<file path="src/core/cbr_pkg.sv">
package cbr_pkg;
  // ==========================================================
  // Clocking and bit timing
  localparam int CLK_FREQ_HZ = 125_000_000;
  // Fast bit rate keeps the 1420-bit recovery wait short
  localparam int BIT_RATE_BPS = 5_000_000;
  localparam int BIT_CYCLES = CLK_FREQ_HZ / BIT_RATE_BPS;
  localparam logic [7:0] BIT_LAST = 8'(BIT_CYCLES - 1);
  localparam logic [15:0] BIT_CYCLES_W = 16'(BIT_CYCLES);

  // ==========================================================
  // Bus-off recovery figures
  localparam logic [3:0] IDLE_RUN_BITS = 4'hB;
  localparam logic [7:0] RECOVERY_IDLES = 8'h81;
  localparam logic [11:0] RECOVERY_BIT_TIMES = 12'h58C;
  localparam logic [7:0] TEC_AT_BUSOFF = 8'hFF;
  localparam logic [2:0] BIT_ZERO_FAULT_CODE = 3'h5;
  localparam logic [2:0] LEC_RST = 3'h0;

  // ==========================================================
  // Bus phase codes
  localparam logic [1:0] PHASE_SYNC = 2'h0;
  localparam logic [1:0] PHASE_IDLE = 2'h1;
  localparam logic [1:0] PHASE_RECEIVER = 2'h2;
  localparam logic [1:0] PHASE_TRANSMITTER = 2'h3;

  // ==========================================================
  // Register map (byte addresses) and fields
  localparam int ADDR_W = 8;
  localparam logic [7:0] OFS_CTRL = 8'h00;
  localparam logic [7:0] OFS_STATUS = 8'h04;
  localparam logic [7:0] OFS_ERRCNT = 8'h08;
  localparam logic [7:0] OFS_IRQ_STAT = 8'h0C;
  localparam logic [7:0] OFS_IRQ_CLR = 8'h10;
  localparam logic [7:0] OFS_IRQ_EN = 8'h14;
  localparam logic [7:0] OFS_RXCNT = 8'h18;
  localparam int CTRL_HALT_BIT = 0;
  localparam int CTRL_TXREQ_BIT = 1;
  localparam int ST_LEC_LSB = 0;
  localparam int ST_PHASE_LSB = 4;
  localparam int ST_BUSOFF_BIT = 7;
  localparam int ST_TXPEND_BIT = 8;
  localparam int EC_TEC_LSB = 0;
  localparam int EC_REC_LSB = 8;
  localparam logic HALT_RST = 1'b1;

  // ==========================================================
  // Interrupt flags
  localparam int IRQ_N = 4;
  localparam int IRQ_PFAULT = 0;
  localparam int IRQ_BUSOFF = 1;
  localparam int IRQ_RXSTORE = 2;
  localparam int IRQ_RXTOUT = 3;
  localparam logic [3:0] IRQ_EN_RST = 4'h0;

  // ==========================================================
  // AXI responses
  localparam logic [1:0] RESP_OKAY = 2'h0;
  localparam logic [1:0] RESP_SLVERR = 2'h2;

  typedef enum logic [2:0] {
    ST_HALT, ST_SYNC, ST_RECOVER, ST_FINISH, ST_IDLE, ST_RECEIVE, ST_TRANSMIT
  } cbr_state_e;

  function automatic logic [1:0] cbr_phase(input cbr_state_e s);
    case (s)
      ST_IDLE: cbr_phase = PHASE_IDLE;
      ST_RECEIVE: cbr_phase = PHASE_RECEIVER;
      ST_TRANSMIT: cbr_phase = PHASE_TRANSMITTER;
      default: cbr_phase = PHASE_SYNC;
    endcase
  endfunction

  function automatic logic cbr_mapped(input logic [7:0] a);
    cbr_mapped = (a == OFS_CTRL) || (a == OFS_STATUS) || (a == OFS_ERRCNT) || (a == OFS_IRQ_STAT)
      || (a == OFS_IRQ_CLR) || (a == OFS_IRQ_EN) || (a == OFS_RXCNT);
  endfunction
endpackage

</file>
<file path="src/core/cbr_bit_tick.sv">
`timescale 1ns/1ps
module cbr_bit_tick
  import cbr_pkg::*;
(
  input wire logic clk,
  input wire logic rst,
  input wire logic restart,
  output logic tick
);
  // ==========================================================
  // Bit-time divider; restart aligns the bit grid to the halt release
  logic [7:0] cnt_ff;
  logic [7:0] nxt_cnt;
  logic tick_ff;
  logic nxt_tick;

  always_comb
  begin
    nxt_tick = 1'b0;
    nxt_cnt = cnt_ff + 8'h01;
    if (restart)
    begin
      nxt_cnt = 8'h00;
    end
    else if (cnt_ff == BIT_LAST)
    begin
      nxt_cnt = 8'h00;
      nxt_tick = 1'b1;
    end
  end

  always_ff @(posedge clk)
  begin
    if (rst)
    begin
      cnt_ff <= 8'h00;
      tick_ff <= 1'b0;
    end
    else
    begin
      cnt_ff <= nxt_cnt;
      tick_ff <= nxt_tick;
    end
  end

  assign tick = tick_ff;
endmodule

</file>
<file path="src/core/cbr_irq_flags.sv">
`timescale 1ns/1ps
module cbr_irq_flags
  import cbr_pkg::*;
(
  input wire logic clk,
  input wire logic rst,
  input wire logic [cbr_pkg::IRQ_N-1:0] set,
  input wire logic [cbr_pkg::IRQ_N-1:0] clr,
  input wire logic [cbr_pkg::IRQ_N-1:0] en,
  output logic [cbr_pkg::IRQ_N-1:0] flags,
  output logic irq_level,
  output logic irq_req
);
  // ==========================================================
  // Sticky flags
  logic [IRQ_N-1:0] flags_ff;
  logic [IRQ_N-1:0] nxt_flags;
  logic level_ff;
  logic req_ff;
  logic nxt_level;
  logic nxt_req;
  logic [IRQ_N-1:0] win_hit;

  genvar i;
  generate
    for (i = 0; i < IRQ_N; i++)
    begin : g_flag
      if (i == IRQ_RXTOUT)
      begin : g_clear_wins
        // Timeout event keeps its old behaviour: a clear beats a coincident set
        assign nxt_flags[i] = (set[i] | flags_ff[i]) & ~clr[i];
      end
      else
      begin : g_set_wins
        assign nxt_flags[i] = set[i] | (flags_ff[i] & ~clr[i]);
      end
    end
  endgenerate

  always_comb
  begin
    nxt_level = |(nxt_flags & en);
    // A flag that merely stays set requests nothing; software must re-clear until zero
    nxt_req = |(set & ~flags_ff & en & nxt_flags);
  end

  always_ff @(posedge clk)
  begin
    if (rst)
    begin
      flags_ff <= '0;
      level_ff <= 1'b0;
      req_ff <= 1'b0;
    end
    else
    begin
      flags_ff <= nxt_flags;
      level_ff <= nxt_level;
      req_ff <= nxt_req;
    end
  end

  always_comb
  begin
    win_hit = set & clr;
    win_hit[IRQ_RXTOUT] = 1'b0;
  end

  assign flags = flags_ff;
  assign irq_level = level_ff;
  assign irq_req = req_ff;

  // ==========================================================
  // Checks
  a_set_wins: assert property (@(posedge clk) disable iff (rst)
    (win_hit != '0) |=> ((flags_ff & $past(win_hit)) == $past(win_hit))) else $error("set lost to clear");
  a_tout_clear: assert property (@(posedge clk) disable iff (rst) clr[IRQ_RXTOUT] |=> !flags_ff[IRQ_RXTOUT]) else $error("timeout flag not cleared");
  a_irq_edge: assert property (@(posedge clk) disable iff (rst) req_ff |-> ((~$past(flags_ff) & flags_ff & $past(en)) != '0)) else $error("request without rising flag");
endmodule

</file>
<file path="src/core/cbr_top.sv">
`timescale 1ns/1ps
module cbr_top
  import cbr_pkg::*;
(
  input wire logic SYS_CLK,
  input wire logic RST,
  input wire logic [cbr_pkg::ADDR_W-1:0] AWADDR,
  input wire logic AWVALID,
  output logic AWREADY,
  input wire logic [31:0] WDATA,
  input wire logic [3:0] WSTRB,
  input wire logic WVALID,
  output logic WREADY,
  output logic [1:0] BRESP,
  output logic BVALID,
  input wire logic BREADY,
  input wire logic [cbr_pkg::ADDR_W-1:0] ARADDR,
  input wire logic ARVALID,
  output logic ARREADY,
  output logic [31:0] RDATA,
  output logic [1:0] RRESP,
  output logic RVALID,
  input wire logic RREADY,
  input wire logic CAN_RX,
  input wire logic PROTO_BUSOFF,
  input wire logic RX_FRAME_DONE,
  input wire logic RX_TIMEOUT,
  output logic TX_START,
  output logic RX_STORE,
  output logic IRQ,
  output logic IRQ_REQ
);
  // ==========================================================
  // Register bus slave
  logic aw_hold_ff, nxt_aw_hold, w_hold_ff, nxt_w_hold;
  logic [7:0] awaddr_ff, nxt_awaddr;
  logic [31:0] wdata_ff, nxt_wdata;
  logic wstrb0_ff, nxt_wstrb0;
  logic awready_ff, nxt_awready, wready_ff, nxt_wready;
  logic bvalid_ff, nxt_bvalid, arready_ff, nxt_arready, rvalid_ff, nxt_rvalid;
  logic [1:0] bresp_ff, nxt_bresp, rresp_ff, nxt_rresp;
  logic [31:0] rdata_ff, nxt_rdata, rd_word;
  logic wr_go, ctrl_wr, clr_wr, en_wr;
  logic [IRQ_N-1:0] irq_en_ff, nxt_irq_en, irq_flags, irq_set, irq_clr;
  logic irq_level, irq_req;

  always_comb
  begin
    nxt_aw_hold = aw_hold_ff;
    nxt_w_hold = w_hold_ff;
    nxt_awaddr = awaddr_ff;
    nxt_wdata = wdata_ff;
    nxt_wstrb0 = wstrb0_ff;
    nxt_bvalid = bvalid_ff;
    nxt_bresp = bresp_ff;
    if (AWVALID && awready_ff)
    begin
      nxt_aw_hold = 1'b1;
      nxt_awaddr = AWADDR;
    end
    if (WVALID && wready_ff)
    begin
      nxt_w_hold = 1'b1;
      nxt_wdata = WDATA;
      nxt_wstrb0 = WSTRB[0];
    end
    if (BVALID && BREADY)
    begin
      nxt_bvalid = 1'b0;
    end
    wr_go = aw_hold_ff && w_hold_ff && !bvalid_ff;
    if (wr_go)
    begin
      nxt_aw_hold = 1'b0;
      nxt_w_hold = 1'b0;
      nxt_bvalid = 1'b1;
      nxt_bresp = cbr_mapped(awaddr_ff) ? RESP_OKAY : RESP_SLVERR;
    end
    nxt_awready = !nxt_aw_hold && !nxt_bvalid;
    nxt_wready = !nxt_w_hold && !nxt_bvalid;
    ctrl_wr = wr_go && wstrb0_ff && (awaddr_ff == OFS_CTRL);
    clr_wr = wr_go && wstrb0_ff && (awaddr_ff == OFS_IRQ_CLR);
    en_wr = wr_go && wstrb0_ff && (awaddr_ff == OFS_IRQ_EN);
    irq_clr = clr_wr ? wdata_ff[IRQ_N-1:0] : '0;
    nxt_irq_en = en_wr ? wdata_ff[IRQ_N-1:0] : irq_en_ff;
  end

  // ==========================================================
  // Protocol state
  cbr_state_e state_ff, nxt_state;
  logic halt_ff, nxt_halt, bo_ff, nxt_bo, txpend_ff, nxt_txpend, aged_ff, nxt_aged;
  logic txstart_ff, nxt_txstart, rxstore_ff, nxt_rxstore;
  logic [7:0] rec_ff, nxt_rec, tec_ff, nxt_tec, rxcnt_ff, nxt_rxcnt;
  logic [2:0] lec_ff, nxt_lec;
  logic [3:0] run_ff, nxt_run;
  logic bit_tick, restart, idle_seen, ev_pfault, ev_busoff, active;

  assign restart = (state_ff == ST_HALT) && !halt_ff;
  assign active = (state_ff == ST_IDLE) || (state_ff == ST_RECEIVE) || (state_ff == ST_TRANSMIT);

  cbr_bit_tick u_tick (
    .clk(SYS_CLK),
    .rst(RST),
    .restart(restart),
    .tick(bit_tick)
  );

  always_comb
  begin
    nxt_state = state_ff;
    nxt_halt = halt_ff;
    nxt_bo = bo_ff;
    nxt_rec = rec_ff;
    nxt_tec = tec_ff;
    nxt_lec = lec_ff;
    nxt_aged = aged_ff;
    nxt_txpend = txpend_ff;
    nxt_txstart = 1'b0;
    ev_pfault = 1'b0;
    ev_busoff = 1'b0;
    idle_seen = 1'b0;
    nxt_run = run_ff;
    if (ctrl_wr)
    begin
      nxt_halt = wdata_ff[CTRL_HALT_BIT];
      nxt_txpend = txpend_ff | wdata_ff[CTRL_TXREQ_BIT];
    end
    // Eleven recessive bits in a row make one bus-idle occurrence
    if (state_ff == ST_HALT)
    begin
      nxt_run = 4'h0;
    end
    else if (bit_tick)
    begin
      if (!CAN_RX)
      begin
        nxt_run = 4'h0;
      end
      else if (run_ff == IDLE_RUN_BITS - 4'h1)
      begin
        nxt_run = 4'h0;
        idle_seen = 1'b1;
      end
      else
      begin
        nxt_run = run_ff + 4'h1;
      end
    end
    case (state_ff)
      ST_HALT:
      begin
        if (!halt_ff)
        begin
          nxt_state = bo_ff ? ST_RECOVER : ST_SYNC;
        end
      end
      ST_SYNC:
      begin
        if (idle_seen)
        begin
          nxt_state = ST_IDLE;
          nxt_aged = 1'b0;
        end
      end
      ST_RECOVER:
      begin
        if (bit_tick && rec_ff == RECOVERY_IDLES)
        begin
          nxt_state = ST_FINISH;
          nxt_bo = 1'b0;
          nxt_rec = 8'h00;
          nxt_tec = 8'h00;
        end
        else if (idle_seen)
        begin
          nxt_rec = rec_ff + 8'h01;
          nxt_lec = BIT_ZERO_FAULT_CODE;
          ev_pfault = 1'b1;
        end
      end
      ST_FINISH:
      begin
        if (bit_tick)
        begin
          nxt_state = ST_IDLE;
          nxt_aged = 1'b0;
        end
      end
      ST_IDLE:
      begin
        if (bit_tick)
        begin
          if (!aged_ff)
          begin
            nxt_aged = 1'b1;
          end
          else if (!CAN_RX)
          begin
            nxt_state = ST_RECEIVE;
          end
          else if (txpend_ff)
          begin
            nxt_state = ST_TRANSMIT;
            // A request written in this very cycle stays pending
            nxt_txpend = ctrl_wr && wdata_ff[CTRL_TXREQ_BIT];
            nxt_txstart = 1'b1;
          end
        end
      end
      ST_RECEIVE, ST_TRANSMIT:
      begin
        // Simplified frame end: a bus-idle run returns the node to idle
        if (idle_seen)
        begin
          nxt_state = ST_IDLE;
          nxt_aged = 1'b0;
        end
      end
      default:
      begin
        nxt_state = ST_HALT;
      end
    endcase
    if (PROTO_BUSOFF && active && !bo_ff)
    begin
      ev_busoff = 1'b1;
      nxt_bo = 1'b1;
      nxt_halt = 1'b1;
      nxt_tec = TEC_AT_BUSOFF;
      nxt_state = ST_HALT;
      nxt_txstart = 1'b0;
    end
    else if (halt_ff && state_ff != ST_HALT)
    begin
      nxt_state = ST_HALT;
      nxt_txstart = 1'b0;
    end
    // Frames are only stored while the node takes part in traffic
    nxt_rxstore = RX_FRAME_DONE && active && !bo_ff && !halt_ff;
    nxt_rxcnt = rxstore_ff ? rxcnt_ff + 8'h01 : rxcnt_ff;
    irq_set = '0;
    irq_set[IRQ_PFAULT] = ev_pfault;
    irq_set[IRQ_BUSOFF] = ev_busoff;
    irq_set[IRQ_RXSTORE] = rxstore_ff;
    irq_set[IRQ_RXTOUT] = RX_TIMEOUT;
  end

  cbr_irq_flags u_flags (
    .clk(SYS_CLK),
    .rst(RST),
    .set(irq_set),
    .clr(irq_clr),
    .en(irq_en_ff),
    .flags(irq_flags),
    .irq_level(irq_level),
    .irq_req(irq_req)
  );

  // ==========================================================
  // Read path
  always_comb
  begin
    rd_word = 32'h0000_0000;
    case (ARADDR)
      OFS_CTRL: rd_word[CTRL_HALT_BIT] = halt_ff;
      OFS_STATUS:
      begin
        rd_word[ST_LEC_LSB +: 3] = lec_ff;
        rd_word[ST_PHASE_LSB +: 2] = cbr_phase(state_ff);
        rd_word[ST_BUSOFF_BIT] = bo_ff;
        rd_word[ST_TXPEND_BIT] = txpend_ff;
      end
      OFS_ERRCNT:
      begin
        rd_word[EC_TEC_LSB +: 8] = tec_ff;
        rd_word[EC_REC_LSB +: 8] = rec_ff;
      end
      OFS_IRQ_STAT: rd_word[IRQ_N-1:0] = irq_flags;
      OFS_IRQ_EN: rd_word[IRQ_N-1:0] = irq_en_ff;
      OFS_RXCNT: rd_word[7:0] = rxcnt_ff;
      default: rd_word = 32'h0000_0000;
    endcase
    nxt_arready = arready_ff;
    nxt_rvalid = rvalid_ff;
    nxt_rdata = rdata_ff;
    nxt_rresp = rresp_ff;
    if (RVALID && RREADY)
    begin
      nxt_rvalid = 1'b0;
      nxt_arready = 1'b1;
    end
    if (ARVALID && arready_ff)
    begin
      nxt_arready = 1'b0;
      nxt_rvalid = 1'b1;
      nxt_rdata = rd_word;
      nxt_rresp = cbr_mapped(ARADDR) ? RESP_OKAY : RESP_SLVERR;
    end
    nxt_arready = !nxt_rvalid;
  end

  always_ff @(posedge SYS_CLK)
  begin
    if (RST)
    begin
      aw_hold_ff <= 1'b0;
      w_hold_ff <= 1'b0;
      awaddr_ff <= 8'h00;
      wdata_ff <= 32'h0000_0000;
      wstrb0_ff <= 1'b0;
      awready_ff <= 1'b0;
      wready_ff <= 1'b0;
      bvalid_ff <= 1'b0;
      bresp_ff <= RESP_OKAY;
      arready_ff <= 1'b0;
      rvalid_ff <= 1'b0;
      rdata_ff <= 32'h0000_0000;
      rresp_ff <= RESP_OKAY;
      irq_en_ff <= IRQ_EN_RST;
      state_ff <= ST_HALT;
      halt_ff <= HALT_RST;
      bo_ff <= 1'b0;
      txpend_ff <= 1'b0;
      aged_ff <= 1'b0;
      txstart_ff <= 1'b0;
      rxstore_ff <= 1'b0;
      rec_ff <= 8'h00;
      tec_ff <= 8'h00;
      rxcnt_ff <= 8'h00;
      lec_ff <= LEC_RST;
      run_ff <= 4'h0;
    end
    else
    begin
      aw_hold_ff <= nxt_aw_hold;
      w_hold_ff <= nxt_w_hold;
      awaddr_ff <= nxt_awaddr;
      wdata_ff <= nxt_wdata;
      wstrb0_ff <= nxt_wstrb0;
      awready_ff <= nxt_awready;
      wready_ff <= nxt_wready;
      bvalid_ff <= nxt_bvalid;
      bresp_ff <= nxt_bresp;
      arready_ff <= nxt_arready;
      rvalid_ff <= nxt_rvalid;
      rdata_ff <= nxt_rdata;
      rresp_ff <= nxt_rresp;
      irq_en_ff <= nxt_irq_en;
      state_ff <= nxt_state;
      halt_ff <= nxt_halt;
      bo_ff <= nxt_bo;
      txpend_ff <= nxt_txpend;
      aged_ff <= nxt_aged;
      txstart_ff <= nxt_txstart;
      rxstore_ff <= nxt_rxstore;
      rec_ff <= nxt_rec;
      tec_ff <= nxt_tec;
      rxcnt_ff <= nxt_rxcnt;
      lec_ff <= nxt_lec;
      run_ff <= nxt_run;
    end
  end

  assign AWREADY = awready_ff;
  assign WREADY = wready_ff;
  assign BVALID = bvalid_ff;
  assign BRESP = bresp_ff;
  assign ARREADY = arready_ff;
  assign RVALID = rvalid_ff;
  assign RDATA = rdata_ff;
  assign RRESP = rresp_ff;
  assign TX_START = txstart_ff;
  assign RX_STORE = rxstore_ff;
  assign IRQ = irq_level;
  assign IRQ_REQ = irq_req;

  // ==========================================================
  // Checks and their helpers
  logic [11:0] rcv_bits_ff;
  logic rcv_dom_ff;
  logic [15:0] idle_len_ff;

  always_ff @(posedge SYS_CLK)
  begin
    if (RST || restart)
    begin
      rcv_bits_ff <= 12'h000;
      rcv_dom_ff <= 1'b0;
    end
    else if (state_ff == ST_RECOVER && bit_tick)
    begin
      rcv_bits_ff <= rcv_bits_ff + 12'h001;
      rcv_dom_ff <= rcv_dom_ff | !CAN_RX;
    end
    if (RST || state_ff != ST_IDLE)
    begin
      idle_len_ff <= 16'h0000;
    end
    else if (idle_len_ff != 16'hFFFF)
    begin
      idle_len_ff <= idle_len_ff + 16'h0001;
    end
  end

  a_busoff_halts: assert property (@(posedge SYS_CLK) disable iff (RST) (PROTO_BUSOFF && active && !bo_ff) |=> (bo_ff && halt_ff && state_ff == ST_HALT)) else $error("bus-off did not halt");
  a_release_starts: assert property (@(posedge SYS_CLK) disable iff (RST) (state_ff == ST_HALT && !halt_ff && bo_ff) |=> state_ff == ST_RECOVER) else $error("recovery did not start");
  a_idle_counted: assert property (@(posedge SYS_CLK) disable iff (RST) (state_ff == ST_RECOVER && idle_seen && rec_ff != RECOVERY_IDLES) |=> (rec_ff == $past(rec_ff) + 8'h01)) else $error("idle not counted");
  a_idle_flagged: assert property (@(posedge SYS_CLK) disable iff (RST) (state_ff == ST_RECOVER && idle_seen && rec_ff != RECOVERY_IDLES) |=> (lec_ff == BIT_ZERO_FAULT_CODE && irq_flags[IRQ_PFAULT])) else $error("idle not flagged");
  a_recover_sync: assert property (@(posedge SYS_CLK) disable iff (RST) state_ff == ST_RECOVER |-> (cbr_phase(state_ff) == PHASE_SYNC && bo_ff)) else $error("phase or flag wrong in recovery");
  a_recover_time: assert property (@(posedge SYS_CLK) disable iff (RST) ($fell(bo_ff) && !rcv_dom_ff) |-> rcv_bits_ff == RECOVERY_BIT_TIMES) else $error("recovery length wrong");
  a_no_store: assert property (@(posedge SYS_CLK) disable iff (RST) (bo_ff || halt_ff) |=> !RX_STORE) else $error("frame stored during recovery");
  a_tx_after_idle: assert property (@(posedge SYS_CLK) disable iff (RST) TX_START |-> ($past(state_ff) == ST_IDLE && state_ff == ST_TRANSMIT)) else $error("transmit started outside idle");
  a_finish_clears: assert property (@(posedge SYS_CLK) disable iff (RST) $fell(bo_ff) |-> (rec_ff == 8'h00 && tec_ff == 8'h00 && state_ff == ST_FINISH)) else $error("counters not cleared");
  a_idle_late: assert property (@(posedge SYS_CLK) disable iff (RST) (state_ff == ST_FINISH && bit_tick) |=> state_ff == ST_IDLE) else $error("idle not entered");
  a_idle_hold: assert property (@(posedge SYS_CLK) disable iff (RST) (state_ff == ST_IDLE && (nxt_state == ST_RECEIVE || nxt_state == ST_TRANSMIT)) |-> idle_len_ff >= BIT_CYCLES_W) else $error("idle left too early");
  c_recovery_done: cover property (@(posedge SYS_CLK) disable iff (RST) state_ff == ST_FINISH ##1 state_ff == ST_IDLE);
  c_tx_started: cover property (@(posedge SYS_CLK) disable iff (RST) TX_START);
  c_set_clear_hit: cover property (@(posedge SYS_CLK) disable iff (RST) irq_set[IRQ_RXSTORE] && irq_clr[IRQ_RXSTORE]);
endmodule

</file>
<file path="config.mk">
export PLATFORM = sky130hd
export DESIGN_NAME = cbr_top
export DESIGN_NICKNAME = d
export VERILOG_FILES = /design/src/core/cbr_pkg.sv /design/src/core/cbr_bit_tick.sv /design/src/core/cbr_irq_flags.sv /design/src/core/cbr_top.sv
export SDC_FILE = /design/constraint.sdc
export NUM_CORES = 1
export LEC_CHECK = 0
export ABC_AREA = 0
export BUFFER_PORTS_ARGS = -buffer_cell sky130_fd_sc_hd__buf_4
export CAP_MARGIN = 0
export CORE_MARGIN = 8
export CORE_UTILIZATION = 48
export DETAILED_ROUTE_END_ITERATION = 6
export HOLD_SLACK_MARGIN = 0.12
export PLACE_DENSITY = 0.77
export SYNTH_ARGS = -nofsm -noshare
export SYNTH_HDL_FRONTEND = slang
export SYNTH_HIERARCHICAL = 1
export SYNTH_SLANG_ARGS = --single-unit
</file>
<file path="constraint.sdc">
create_clock -name SYS_CLK -period 2.05 [get_ports SYS_CLK]
set_input_delay 0.205 -clock SYS_CLK [delete_from_list [all_inputs] [get_ports SYS_CLK]]
set_output_delay 0.205 -clock SYS_CLK [all_outputs]
set_load 0.01 [all_outputs]
</file>
==> summary.txt <==
Run status
  – Status: finished, violations left
  – Failing checks: setup timing

Logic synthesis
  – Synth async-reset ratio: 0
  – Synthesized area per cell: 8.32 sq um
  – Yosys top cell area share: 0.422
  – Mapped Cells: 496
  – Top-count cell post-synth: dfxtp_1
  – Synthesized area: 4130 sq um
  – Most used DFF post-synth: dfxtp_1
  – Synth unique cells: 60
  – Number of synthesis warnings: 6
  – Number of synthesized flops with an enable pin: 0
  – Synth top cells by count: dfxtp_1 (87), nor2_1 (58), nand2_1 (53)
  – Largest area contributor in the netlist: dfxtp_1
  – Seq/Total Area, Yosys: 0.422
  – Dominant cells by area after synthesis: dfxtp_1 (42%), nor2_1 (5.3%), nand2_1 (4.8%)
  – Seq cells post-synth: 87

Timing
  – RSZ-0062 raised after global routing: true
  – Skew final: 0.0178 ns
  – Hold Slack: 0.152 ns
  – Slew HR: 0.584
  – Max Clk Rate: 477 MHz
  – Final hold vios: 0
  – Min Tclk post-route: 2.10 ns
  – Worst-Margin Slew: 0.623 ns
  – Slew Viols, Final: 0
  – Endpoints failing setup: 1
  – Post-route worst setup slack: -0.0484 ns
  – Ratio of final minimum period to clock period: 1.02

Global routing
  – GRT overflow: 0
  – Via count of the first global-routing pass: 3667
  – GRT Total Usage: 0.166
  – Initial antenna violation count: 0
  – First-pass GRT wire length: 16200 microns
  – Largest net degree at the start of global routing: 61

Route
  – Drt via density: 5.42
  – DR DRC count: 0
  – Final wirelength: 9850 microns
  – DRT Pass-1 Iters: 4
  – Wirelength per Cell: 14.2 microns
  – ANT nets after route: 0
  – Via count: 3769
  – Drt initial violations: 196

Critical path
  – Delay-heaviest family, CP: simple AND/OR/NAND/NOR gates
  – CP arrival: 2.38 ns
  – Max incr delay on CP: 0.47 ns
  – Reg2reg start: rec_ff[1]$_SDFFE_PP0P_
  – Worst Path Max Fanout: 3
  – Worst path bufs/invs: 2
  – CP Capture Type: flop
  – Cell count along the critical path: 8
  – R2R cell count: 8
  – Critical path's slowest cell: or4b_4
  – Crit. Startpoint: rec_ff[1]$_SDFFE_PP0P_
  – Crit path kind: flop to flop
  – CP Data Required Time: 2.33 ns
  – Critical-path cell list: inv_1 -> ha_1 -> or4b_4 -> nor4_4 -> buf_4 -> o221ai_2 -> or3_4 -> a21oi_2
  – CP Launch Type: flop
  – Flop2flop setup slack: -0.05 ns

Run
  – Max Cap Violations: 0

Cells and area
  – Number of antenna diodes: 0
  – Non-filler cells, final: 695
  – Fillers: 753
  – Layout Nets: 654
  – Layout area overhead: 25.0%
  – Post-Route Utilization: 0.607
  – Share of cells above drive strength 1: 0.213

Pwr
  – Static Leak: 2.05 nW
  – Maximum vdd ir drop: 0.338 mV
  – Cell Pwr Density: 648 nW/um^2
  – Total power: 3.35 mW

Die
  – Area of the core: 8510 sq um
  – Ports: 108
  – Die area: 11800 sq um
  – Die span in x: 109 microns
  – Rows: 34
  – Die H: 109 microns
  – Starting Density: 0.485

Clocking
  – Clk Latency, worst-skew pair: 0.36 ns
  – Deepest clock path buffer count: 2
  – CTS HTree Levels: 3
  – Clock Sinks: 87
  – Number of buffers created by CTS: 9
  – Clock slew at reported path FFs: 0.08 ns
  – CTS tree: done
  – CTS root buffer: clkbuf_8

Placed design
  – Dpl hpwl: 6980 microns
  – Port bufs: 58
  – Pre-CTS setup slack: -0.150 ns
  – Dpl cells: 662
  – Gpl congestion: 0.861

Worst hold path
  – Hold path depth: 4
  – Min-Delay Path Class: primary input to flop
  – Hold path start: BREADY
==> final timing paths <==
kind	end
worst max-delay path	state_ff[0]$_SDFFE_PP0P_
worst max register to register	state_ff[0]$_SDFFE_PP0P_
worst min register to register	RDATA[4]$_SDFFE_PP0P_
worst min-delay path	BVALID$_SDFF_PP0_
==> layout by cell type, fill, tap and decap left out, drive strengths merged, types with 9 or more instances in the layout <==
master,count
nand3,25
a21oi,33
nor2,58
dlygate4sd3,17
clkbuf,9
or3,11
o21ai,22
nor3,17
nand2,53
nor2b,14
and3,10
xor2,10
dfxtp,87
conb,18
buf,83
a22oi,17
inv,11
==> area by class of cell <==
| class | count | area (sq um) | area share |
|---|---|---|---|
| Tap cell | 108 | 135 | 0.0262 |
| Timing Repair Buffer | 100 | 793 | 0.154 |
| Clock inverter | 5 | 83.8 | 0.0162 |
| Clock buffer | 9 | 124 | 0.0240 |
| Inverter | 10 | 37.5 | 0.00727 |
| Sequential cell | 87 | 1740 | 0.338 |
| Multi-Input combinational cell | 376 | 2240 | 0.435 |
==> kinds of logic after synthesis <==
| kind of cell | count (synthesis) | synth area share |
|---|---|---|
| adders and majority gates | 7 | 0.0212 |
| and+or+nand+nor | 224 | 0.274 |
| xor gates and xnor gates | 14 | 0.0297 |
| AOI/OAI and AO/OA | 105 | 0.170 |
| other | 1 | 0.000908 |
| DFF | 87 | 0.422 |
| buffers and inverters | 50 | 0.0627 |
| muxes | 8 | 0.0194 |
==> routing by layer <==
metal	global-route usage	up-vias	wire length, microns
li1	-	1893	-
met1	0.190	1764	4230
met2	0.293	96	4830
met3	0.0378	16	636
met4	0.0694	0	145
met5	0	-	0
==> registers in the layout, indices dropped and copies added (netlist names), 3 cells and up <==
name           cells
RDATA             16
awaddr_ff          8
irq_en_ff          4
rec_ff             8
run_ff             4
rxcnt_ff           8
state_ff           3
u_flags/flags      4
u_tick/cnt_ff      8
wdata_ff           4
==> where the power goes <==
group	switching (mW)	internal [mW]	leakage (nW)
combinational	0.168	0.145	1.24
clock	0.591	0.677	0.0978
sequential	0.0383	1.73	0.705
==> worst register-to-register path, cell delays in order (launching register included) <==
cell and delay, ns:
dfxtp_2 0.33, inv_1 0.05, ha_1 0.13, or4b_4 0.47, nor4_4 0.22, buf_4 0.18
o221ai_2 0.13, or3_4 0.39, a21oi_2 0.14
==> timing repair <==
item                                   4_1_cts  5_1_grt
setup buffers                                2        0
pin swaps                                    2        1
setup endpoints to repair                    8       10
endpoints found under the hold margin       17        1
resized for setup                            6        6
hold buffers                                16        1
==> through the flow <==
stage | instance area [sq um] | TNS (ns)
floorplan | 4190 | 0
global placement | 4720 | -0.173
detailed placement | 4720 | -0.396
CTS | 5130 | 0
global route | 5160 | -0.244
finish | 5160 | -0.0484
Power figures use the tool's default switching activity.
